$ cat src/core/canip_regs.vh
`ifndef CANIP_REGS_VH
`define CANIP_REGS_VH

// register byte offsets
`define CANIP_OFF_FLAG      4'h0
`define CANIP_OFF_ENABLE    4'h4
`define CANIP_OFF_STATE     4'h8
`define CANIP_OFF_COMM      4'hc
`define CANIP_ADDR_W        4
`define CANIP_ADDR_HI       11

// flag and enable bit positions
`define CANIP_B_RX0         0
`define CANIP_B_RX1         1
`define CANIP_B_TX0         2
`define CANIP_B_TX1         3
`define CANIP_B_TX2         4
`define CANIP_B_ERR         5
`define CANIP_B_WAKE        6
`define CANIP_B_MSGERR      7
`define CANIP_NSRC          8

// module state register fields
`define CANIP_ST_CODE_LO    0
`define CANIP_ST_CODE_HI    2
`define CANIP_ST_SLEEP      3

// comm status register fields
`define CANIP_CS_RXWARN     0
`define CANIP_CS_TXWARN     1
`define CANIP_CS_RXPASS     2
`define CANIP_CS_TXPASS     3
`define CANIP_CS_BUSOFF     4
`define CANIP_CS_OVF0       5
`define CANIP_CS_OVF1       6
`define CANIP_NERRST        5

// pending source codes
`define CANIP_CODE_NONE     3'h0
`define CANIP_CODE_ERR      3'h1
`define CANIP_CODE_WAKE     3'h2
`define CANIP_CODE_TX0      3'h3
`define CANIP_CODE_TX1      3'h4
`define CANIP_CODE_TX2      3'h5
`define CANIP_CODE_RX0      3'h6
`define CANIP_CODE_RX1      3'h7

// error counter limits
`define CANIP_WARN_LIMIT    9'h060
`define CANIP_PASS_LIMIT    9'h07f
`define CANIP_BOFF_LIMIT    9'h0ff

// bus responses
`define CANIP_RESP_OKAY     2'h0
`define CANIP_RESP_SLVERR   2'h2

`endif

$ cat src/core/canip_top.v
`timescale 1ns/100ps
`default_nettype none
`include "canip_regs.vh"

// Contract
// - eight interrupt flags with a matching per-source enable register.
// - only the error flag has several causes; cause readable in comm status.
// - 3-bit pending code, lower is higher priority, zero means no coded source pending; the message error flag has no code.
// - pending code moves to the next pending source once the top is cleared.
// - only enabled sources take part in the pending code.
// - transmit flag set when its buffer becomes empty.
// - receive flag set when a message is loaded after end of frame.
// - any message error sets the message error flag; interrupt only if enabled.
// - bus activity during sleep with wake enabled sets wake flag and ends sleep.
// - error flag set on receive overflow or any error state change.
// - accepted message with its buffer still full sets a sticky overflow bit.
// - receiver warning when receive error counter reaches 96.
// - transmitter warning when transmit error counter reaches 96.
// - receiver error passive when receive error counter exceeds 127.
// - transmitter error passive when transmit error counter exceeds 127.
// - bus off when transmit error counter exceeds 255.
// - interrupt stays pending while any of its flags is set.
// - software clear is ignored while the setting condition is present.
module canip_top
(
   input  wire        aclk,
   input  wire        aresetn,
   input  wire [11:0] s_axi_awaddr,
   input  wire [2:0]  s_axi_awprot,
   input  wire        s_axi_awvalid,
   output reg         s_axi_awready,
   input  wire [31:0] s_axi_wdata,
   input  wire [3:0]  s_axi_wstrb,
   input  wire        s_axi_wvalid,
   output reg         s_axi_wready,
   output reg  [1:0]  s_axi_bresp,
   output reg         s_axi_bvalid,
   input  wire        s_axi_bready,
   input  wire [11:0] s_axi_araddr,
   input  wire [2:0]  s_axi_arprot,
   input  wire        s_axi_arvalid,
   output reg         s_axi_arready,
   output reg  [31:0] s_axi_rdata,
   output reg  [1:0]  s_axi_rresp,
   output reg         s_axi_rvalid,
   input  wire        s_axi_rready,
   input  wire [2:0]  tx_buf_done,
   input  wire [1:0]  rx_frame_accepted,
   input  wire        msg_error_event,
   input  wire        bus_activity,
   input  wire [7:0]  rx_err_count,
   input  wire [8:0]  tx_err_count,
   output reg  [1:0]  rx_load,
   output reg  [2:0]  pending_source_code,
   output reg         sleep_mode,
   output reg         irq
);

   reg  [7:0]              irq_flag_reg;
   reg  [7:0]              irq_enable_reg;
   reg  [`CANIP_NERRST-1:0] err_state;
   reg  [1:0]              rx_overflow_bit;
   reg  [11:0]             wr_addr;
   reg  [7:0]              wr_data;
   reg                     wr_lane0;

   wire [7:0]              next_flag;
   reg  [7:0]              next_enable;
   reg  [1:0]              next_ovf;
   reg                     next_sleep;
   reg  [2:0]              next_code;
   wire [7:0]              next_pend;
   wire [7:0]              flag_set;
   wire [7:0]              flag_clr;
   wire [`CANIP_NERRST-1:0] live_err;
   wire                    err_changed;
   wire [1:0]              ovf_event;
   wire                    wake_event;
   wire                    wr_fire;
   wire [`CANIP_ADDR_W-1:0] wr_off;
   wire [`CANIP_ADDR_W-1:0] rd_off;
   wire                    wr_mapped;
   wire                    wr_flag;
   wire                    wr_enable;
   wire                    wr_state;
   wire                    wr_comm;
   wire [7:0]              module_state_reg;
   wire [7:0]              comm_status_reg;
   reg  [7:0]              rd_byte;
   reg                     rd_ok;

   // write address and data are latched independently, the write is done
   // once both are held and no response is outstanding
   assign wr_fire   = ~s_axi_awready & ~s_axi_wready & ~s_axi_bvalid;
   assign wr_off    = wr_addr[`CANIP_ADDR_W-1:0];
   assign wr_mapped = (wr_addr[`CANIP_ADDR_HI:`CANIP_ADDR_W] == 8'h00) &&
                      ((wr_off == `CANIP_OFF_FLAG) || (wr_off == `CANIP_OFF_ENABLE) ||
                       (wr_off == `CANIP_OFF_STATE) || (wr_off == `CANIP_OFF_COMM));
   assign wr_flag   = wr_fire & wr_mapped & wr_lane0 & (wr_off == `CANIP_OFF_FLAG);
   assign wr_enable = wr_fire & wr_mapped & wr_lane0 & (wr_off == `CANIP_OFF_ENABLE);
   assign wr_state  = wr_fire & wr_mapped & wr_lane0 & (wr_off == `CANIP_OFF_STATE);
   assign wr_comm   = wr_fire & wr_mapped & wr_lane0 & (wr_off == `CANIP_OFF_COMM);

   // address ready drops on take and comes back only after the response
   always @(posedge aclk)
   begin
      if (!aresetn)
         s_axi_awready <= 1'b1;
      else if (s_axi_awvalid && s_axi_awready)
         s_axi_awready <= 1'b0;
      else if (s_axi_bvalid && s_axi_bready)
         s_axi_awready <= 1'b1;
   end

   always @(posedge aclk)
   begin
      if (!aresetn)
         wr_addr <= 12'h000;
      else if (s_axi_awvalid && s_axi_awready)
         wr_addr <= s_axi_awaddr;
   end

   always @(posedge aclk)
   begin
      if (!aresetn)
         s_axi_wready <= 1'b1;
      else if (s_axi_wvalid && s_axi_wready)
         s_axi_wready <= 1'b0;
      else if (s_axi_bvalid && s_axi_bready)
         s_axi_wready <= 1'b1;
   end

   // only the low byte lane carries register data
   always @(posedge aclk)
   begin
      if (!aresetn)
      begin
         wr_data  <= 8'h00;
         wr_lane0 <= 1'b0;
      end
      else if (s_axi_wvalid && s_axi_wready)
      begin
         wr_data  <= s_axi_wdata[7:0];
         wr_lane0 <= s_axi_wstrb[0];
      end
   end

   always @(posedge aclk)
   begin
      if (!aresetn)
         s_axi_bvalid <= 1'b0;
      else if (wr_fire)
         s_axi_bvalid <= 1'b1;
      else if (s_axi_bvalid && s_axi_bready)
         s_axi_bvalid <= 1'b0;
   end

   always @(posedge aclk)
   begin
      if (!aresetn)
         s_axi_bresp <= `CANIP_RESP_OKAY;
      else if (wr_fire)
         s_axi_bresp <= wr_mapped ? `CANIP_RESP_OKAY : `CANIP_RESP_SLVERR;
   end

   // error state is evaluated from the counters every cycle
   assign live_err[`CANIP_CS_RXWARN] = {1'b0, rx_err_count} >= `CANIP_WARN_LIMIT;
   assign live_err[`CANIP_CS_TXWARN] = tx_err_count >= `CANIP_WARN_LIMIT;
   assign live_err[`CANIP_CS_RXPASS] = {1'b0, rx_err_count} > `CANIP_PASS_LIMIT;
   assign live_err[`CANIP_CS_TXPASS] = tx_err_count > `CANIP_PASS_LIMIT;
   // a 9-bit counter holds up to 511, so any value from 256 up is past 255
   assign live_err[`CANIP_CS_BUSOFF] = tx_err_count > `CANIP_BOFF_LIMIT;
   assign err_changed = (live_err != err_state);

   // accepted frame goes to the buffer if free, otherwise overflows
   assign ovf_event = rx_frame_accepted &
                      {irq_flag_reg[`CANIP_B_RX1], irq_flag_reg[`CANIP_B_RX0]};
   assign wake_event = sleep_mode & irq_enable_reg[`CANIP_B_WAKE] & bus_activity;

   assign flag_set[`CANIP_B_RX0]    = rx_frame_accepted[0] & ~irq_flag_reg[`CANIP_B_RX0];
   assign flag_set[`CANIP_B_RX1]    = rx_frame_accepted[1] & ~irq_flag_reg[`CANIP_B_RX1];
   assign flag_set[`CANIP_B_TX0]    = tx_buf_done[0];
   assign flag_set[`CANIP_B_TX1]    = tx_buf_done[1];
   assign flag_set[`CANIP_B_TX2]    = tx_buf_done[2];
   assign flag_set[`CANIP_B_ERR]    = (|ovf_event) | err_changed;
   assign flag_set[`CANIP_B_WAKE]   = wake_event;
   assign flag_set[`CANIP_B_MSGERR] = msg_error_event;

   // writing zero clears, writing one leaves the flag alone
   assign flag_clr = wr_flag ? ~wr_data : 8'h00;

   genvar gi;
   generate
      for (gi = 0; gi < `CANIP_NSRC; gi = gi + 1)
      begin : g_flag
         // a pending set condition beats a clear in the same cycle
         assign next_flag[gi] = flag_set[gi] |
                                (irq_flag_reg[gi] & ~flag_clr[gi]);
      end
   endgenerate

   always @*
   begin
      next_enable = irq_enable_reg;
      if (wr_enable)
         next_enable = wr_data;
      next_ovf = rx_overflow_bit | ovf_event;
      if (wr_comm)
         next_ovf = ovf_event | (rx_overflow_bit &
                    {wr_data[`CANIP_CS_OVF1], wr_data[`CANIP_CS_OVF0]});
      next_sleep = sleep_mode;
      if (wr_state)
         next_sleep = wr_data[`CANIP_ST_SLEEP];
      if (wake_event)
         next_sleep = 1'b0;
   end

   assign next_pend = next_flag & next_enable;

   // fixed priority, re-evaluated every cycle so a clear exposes the next
   always @*
   begin
      next_code = `CANIP_CODE_NONE;
      if (next_pend[`CANIP_B_ERR])
         next_code = `CANIP_CODE_ERR;
      else if (next_pend[`CANIP_B_WAKE])
         next_code = `CANIP_CODE_WAKE;
      else if (next_pend[`CANIP_B_TX0])
         next_code = `CANIP_CODE_TX0;
      else if (next_pend[`CANIP_B_TX1])
         next_code = `CANIP_CODE_TX1;
      else if (next_pend[`CANIP_B_TX2])
         next_code = `CANIP_CODE_TX2;
      else if (next_pend[`CANIP_B_RX0])
         next_code = `CANIP_CODE_RX0;
      else if (next_pend[`CANIP_B_RX1])
         next_code = `CANIP_CODE_RX1;
   end

   always @(posedge aclk)
   begin
      if (!aresetn)
         irq_flag_reg <= 8'h00;
      else
         irq_flag_reg <= next_flag;
   end

   always @(posedge aclk)
   begin
      if (!aresetn)
         irq_enable_reg <= 8'h00;
      else
         irq_enable_reg <= next_enable;
   end

   // previous error state, so a crossing in either direction is seen once
   always @(posedge aclk)
   begin
      if (!aresetn)
         err_state <= 5'h00;
      else
         err_state <= live_err;
   end

   always @(posedge aclk)
   begin
      if (!aresetn)
         rx_overflow_bit <= 2'h0;
      else
         rx_overflow_bit <= next_ovf;
   end

   always @(posedge aclk)
   begin
      if (!aresetn)
         sleep_mode <= 1'b0;
      else
         sleep_mode <= next_sleep;
   end

   // code and request come from next values so they track the flags
   always @(posedge aclk)
   begin
      if (!aresetn)
         pending_source_code <= `CANIP_CODE_NONE;
      else
         pending_source_code <= next_code;
   end

   always @(posedge aclk)
   begin
      if (!aresetn)
         irq <= 1'b0;
      else
         irq <= |next_pend;
   end

   always @(posedge aclk)
   begin
      if (!aresetn)
         rx_load <= 2'h0;
      else
         rx_load <= {flag_set[`CANIP_B_RX1], flag_set[`CANIP_B_RX0]};
   end

   assign module_state_reg = {4'h0, sleep_mode, pending_source_code};
   assign comm_status_reg  = {1'b0, rx_overflow_bit, err_state};

   assign rd_off = s_axi_araddr[`CANIP_ADDR_W-1:0];

   always @*
   begin
      rd_byte = 8'h00;
      rd_ok   = (s_axi_araddr[`CANIP_ADDR_HI:`CANIP_ADDR_W] == 8'h00);
      case (rd_off)
         `CANIP_OFF_FLAG:   rd_byte = irq_flag_reg;
         `CANIP_OFF_ENABLE: rd_byte = irq_enable_reg;
         `CANIP_OFF_STATE:  rd_byte = module_state_reg;
         `CANIP_OFF_COMM:   rd_byte = comm_status_reg;
         default:           rd_ok   = 1'b0;
      endcase
   end

   // one read at a time: no new address until the data is taken
   always @(posedge aclk)
   begin
      if (!aresetn)
         s_axi_arready <= 1'b1;
      else if (s_axi_arvalid && s_axi_arready)
         s_axi_arready <= 1'b0;
      else if (s_axi_rvalid && s_axi_rready)
         s_axi_arready <= 1'b1;
   end

   always @(posedge aclk)
   begin
      if (!aresetn)
         s_axi_rvalid <= 1'b0;
      else if (s_axi_arvalid && s_axi_arready)
         s_axi_rvalid <= 1'b1;
      else if (s_axi_rvalid && s_axi_rready)
         s_axi_rvalid <= 1'b0;
   end

   always @(posedge aclk)
   begin
      if (!aresetn)
         s_axi_rdata <= 32'h00000000;
      else if (s_axi_arvalid && s_axi_arready)
         s_axi_rdata <= rd_ok ? {24'h000000, rd_byte} : 32'h00000000;
   end

   always @(posedge aclk)
   begin
      if (!aresetn)
         s_axi_rresp <= `CANIP_RESP_OKAY;
      else if (s_axi_arvalid && s_axi_arready)
         s_axi_rresp <= rd_ok ? `CANIP_RESP_OKAY : `CANIP_RESP_SLVERR;
   end

endmodule
`default_nettype wire

$ cat config.mk
export PLATFORM = sky130hd
export DESIGN_NAME = canip_top
export DESIGN_NICKNAME = d
export VERILOG_FILES = /design/src/core/canip_top.v
export VERILOG_INCLUDE_DIRS = /design/src /design/src/core
export SDC_FILE = /design/constraint.sdc
export NUM_CORES = 1
export LEC_CHECK = 0
export BUFFER_PORTS_ARGS = -buffer_cell sky130_fd_sc_hd__buf_2
export CAP_MARGIN = 25
export CORE_MARGIN = 4
export CORE_UTILIZATION = 25
export DETAILED_ROUTE_END_ITERATION = 6
export PLACE_DENSITY = 0.55
export SETUP_SLACK_MARGIN = 0.2
export SYNTH_ARGS = -nofsm -noshare
export SYNTH_HDL_FRONTEND = slang
export SYNTH_SLANG_ARGS = --single-unit
$ cat constraint.sdc
create_clock -name aclk -period 6.6 [get_ports aclk]
set_input_delay 0.99 -clock aclk [delete_from_list [all_inputs] [get_ports aclk]]
set_output_delay 0.99 -clock aclk [all_outputs]
set_load 0.005 [all_outputs]
==> flow_metrics.py <==
metrics = {
    "outcome": {
        "run_status": "finished, final reports clean",
    },
    "logic_synthesis": {
        "ys_seq_elements": 66,
        "synth_largest_area_cell": "sky130_fd_sc_hd__dfxtp_1",
        "post_synth_instance_area_sq_um": 3070,
        "post_synth_main_area_contributors": "sky130_fd_sc_hd__dfxtp_1, sky130_fd_sc_hd__a21oi_1, sky130_fd_sc_hd__nand2_1, sky130_fd_sc_hd__buf_4, sky130_fd_sc_hd__nor2_1",
        "synth-edff-count": 0,
        "ys_types": 50,
        "synth-async-reset-ratio": 0,
        "synth_warnings": 0,
        "synth_top_flop_cell": "sky130_fd_sc_hd__dfxtp_1",
        "post_synth_inst_count": 359,
        "synth_largest_type_area_fraction": 0.431,
        "synth.yosys.seq_area_share": 0.431,
        "postSynthAreaPerCell_sq_um": 8.54,
    },
    "clock_network": {
        "number_of_clock_sinks": 66,
        "ctsHoldBuffers": 0,
        "post_cts_buffers": 0,
        "cts-root-buf": "sky130_fd_sc_hd__clkbuf_16",
        "cts.path.max_buffers": 2,
        "cts-buffers-inserted": 9,
        "cts-resized-gates": 0,
        "htreeDepth": 3,
        "clk_pin_slew_ns": 0.05,
        "insertion_delay_of_the_later_clocked_pin_in_the_worst_skew_pair_ns": 0.32,
        "tritoncts": "yes",
    },
    "placement": {
        "gpl.final_weighted_congestion": 0.773,
        "cell_total_after_placement": 566,
        "port-buffer-count": 75,
        "dp.final_hpwl_mm": 6.22,
    },
    "die": {
        "row_count": 40,
        "floorplan.die.height_microns": 119,
        "io_pins": 145,
        "core_sq_um": 12000,
        "dieArea_sq_um": 14100,
        "floorplan.initialDensity": 0.255,
        "dieWidth_microns": 119,
    },
    "pwr": {
        "power_leakage_nw": 1.54,
        "max-vdd-ir-drop_mv": 0.127,
        "power_density_nw_per_um2": 254,
    },
    "detailed_routing": {
        "post_drt_wl_per_cell_microns": 14.3,
        "drt-pass1-iter-count": 4,
        "vias_per_cell": 4.56,
        "initialDrtViolationCount": 147,
        "drc_errors": 0,
        "via_count": 2658,
        "ant_nets": 0,
        "routed_wirelength_mm": 8.36,
    },
    "setup_path": {
        "timing.critical_path.to_type": "register",
        "regToRegSetupSlack_ns": 3.99,
        "path_max_fanout": 13,
        "critPathRequiredTime_ns": 6.74,
        "worst-r2r-cell-count": 7,
        "worst_setup_path_start_kind": "register",
        "critical_path_arrival_ns": 2.76,
        "critical_path.endpoint": "pending_source_code[0]",
        "rr_endpoint": "pending_source_code[0]",
        "r2r-start": "wr_addr[6]",
        "setup.worst_path.start": "wr_addr[6]",
        "critical_path_class": "register to register",
    },
    "timing": {
        "timing.final.crit_share": 0.396,
        "grt_setup_unrepaired": "false",
        "finalCriticalPeriod_ns": 2.61,
        "final_max_slew_viol_count": 0,
        "setup_viol": 0,
        "fin_worst_hold_slack_ns": 0.459,
        "final-hold-violation-count": 0,
        "highest_clock_rate_mhz": 383,
        "max_slew_margin": 0.360,
        "timing.setup.tns_ns": 0,
        "max_slew.worst_pin.slew_ns": 0.958,
        "clock_skew_ns": 0.00682,
    },
    "grt": {
        "globalRouteTotalUtil": 0.118,
        "number_of_global_route_vias_before_repair": 2661,
        "grt-ovfl-total": 0,
        "maximum_number_of_pins_on_one_net_before_global_route_repair": 56,
        "grt_first_pass_wirelength_mm": 13.5,
        "antenna_found_initial": 0,
    },
    "cells_and_area": {
        "largest_register_ffs": 12,
        "nNetsFinal": 527,
        "final_cell_count_no_fill": 583,
        "layout_commonest_cell": "sky130_fd_sc_hd__buf_2",
        "register_containing_the_most_flip_flops_in_the_final_layout": "wr_addr",
        "syn_to_final_growth_pct": 21.7,
        "layout.core_utilization": 0.311,
        "most-common-layout-cells": "sky130_fd_sc_hd__buf_2, sky130_fd_sc_hd__dfxtp_1, sky130_fd_sc_hd__nand2_1",
        "drive_above_1_share": 0.253,
    },
    "flow_run": {
        "cap_viol_max_count": 0,
    },
    "min_path": {
        "hold_path_class": "register to register",
    },
}
worst min-delay path by stage:
| stage | from | end | slack [ns] | cells after the start |
|---|---|---|---|---|
| after floorplan | wr_addr[5] | wr_addr[5] | 0.44 | 2 |
| after CTS | wr_addr[8] | wr_addr[8] | 0.46 | 2 |
| final | wr_addr[8] | wr_addr[8] | 0.46 | 2 |
| after global placement | wr_addr[0] | wr_addr[0] | 0.45 | 2 |
| after global routing | wr_addr[4] | wr_addr[4] | 0.49 | 2 |
| after detailed placement | wr_addr[8] | wr_addr[8] | 0.45 | 2 |
stage by stage:
step / setup slack, ns / total power [mW] / cell area [sq um]
finish: 3.99 / 0.946 / 3730
detailed placement: 3.75 / 0.531 / 3460
global placement: 3.77 / 0.528 / 3460
floorplan: 4.26 / 0.504 / 3160
global route: 3.84 / 0.992 / 3730
CTS: 3.97 / 0.959 / 3730
cells by family (layout without fill, tap and decap cells):
family | Yosys count | count (layout) | synth area share
buffers and inverters | 48 | 99 | 0.0931
xor gates and xnor gates | 4 | 4 | 0.0114
other | 1 | 27 | 0.00122
and+or+nand+nor | 140 | 140 | 0.226
DFF | 66 | 66 | 0.431
muxes | 17 | 17 | 0.0718
AOI/OAI and AO/OA | 83 | 83 | 0.165
metal layers:
metal | global-route usage | share of wire | up-vias
met2 | 0.182 | 0.44 | 109
met3 | 0.0354 | 0.075 | 9
met1 | 0.161 | 0.47 | 1212
li1 | - | - | 1328
met4 | 0.0340 | 0.011 | 0
met5 | 0 | 0 | -
cells in the mapped netlist (5+ instances only):
library cell and count:
sky130_fd_sc_hd__and2_1 5, sky130_fd_sc_hd__a22oi_1 8, sky130_fd_sc_hd__buf_4 26, sky130_fd_sc_hd__nand2_1 56, sky130_fd_sc_hd__inv_1 7, sky130_fd_sc_hd__nand3_1 5, sky130_fd_sc_hd__nor2_1 41, sky130_fd_sc_hd__dfxtp_1 66
sky130_fd_sc_hd__clkbuf_1 7, sky130_fd_sc_hd__o21ai_0 16, sky130_fd_sc_hd__mux2i_1 13, sky130_fd_sc_hd__a21oi_1 44, sky130_fd_sc_hd__buf_1 6
report_power, final:
part	internal [mW]	total, mW	switching [mW]
Combinational	0.0377	0.0897	0.0520
Sequential	0.417	0.433	0.0164
Clock	0.263	0.423	0.161
Total	0.717	0.946	0.229
layout make-up:
cell class                      count  area, sq um
Antenna cell                        1         2.50
Clock buffer                       13          250
Clock inverter                      3         15.0
Fill cell                        1256         8280
Inverter                            8         30.0
Multi-Input combinational cell    270         1550
Sequential cell                    66         1320
Tap cell                          147          184
Timing Repair Buffer               75          375
critical path, cell delays in order, from the launching register on:
cell and delay, ns:
sky130_fd_sc_hd__dfxtp_1 0.31, sky130_fd_sc_hd__or4_4 0.58, sky130_fd_sc_hd__or4_4 0.57, sky130_fd_sc_hd__nor2_4 0.37
sky130_fd_sc_hd__o21ai_0 0.18, sky130_fd_sc_hd__nor2b_1 0.17, sky130_fd_sc_hd__o21ai_2 0.13, sky130_fd_sc_hd__a31oi_1 0.11
Power figures use the tool's default switching activity.
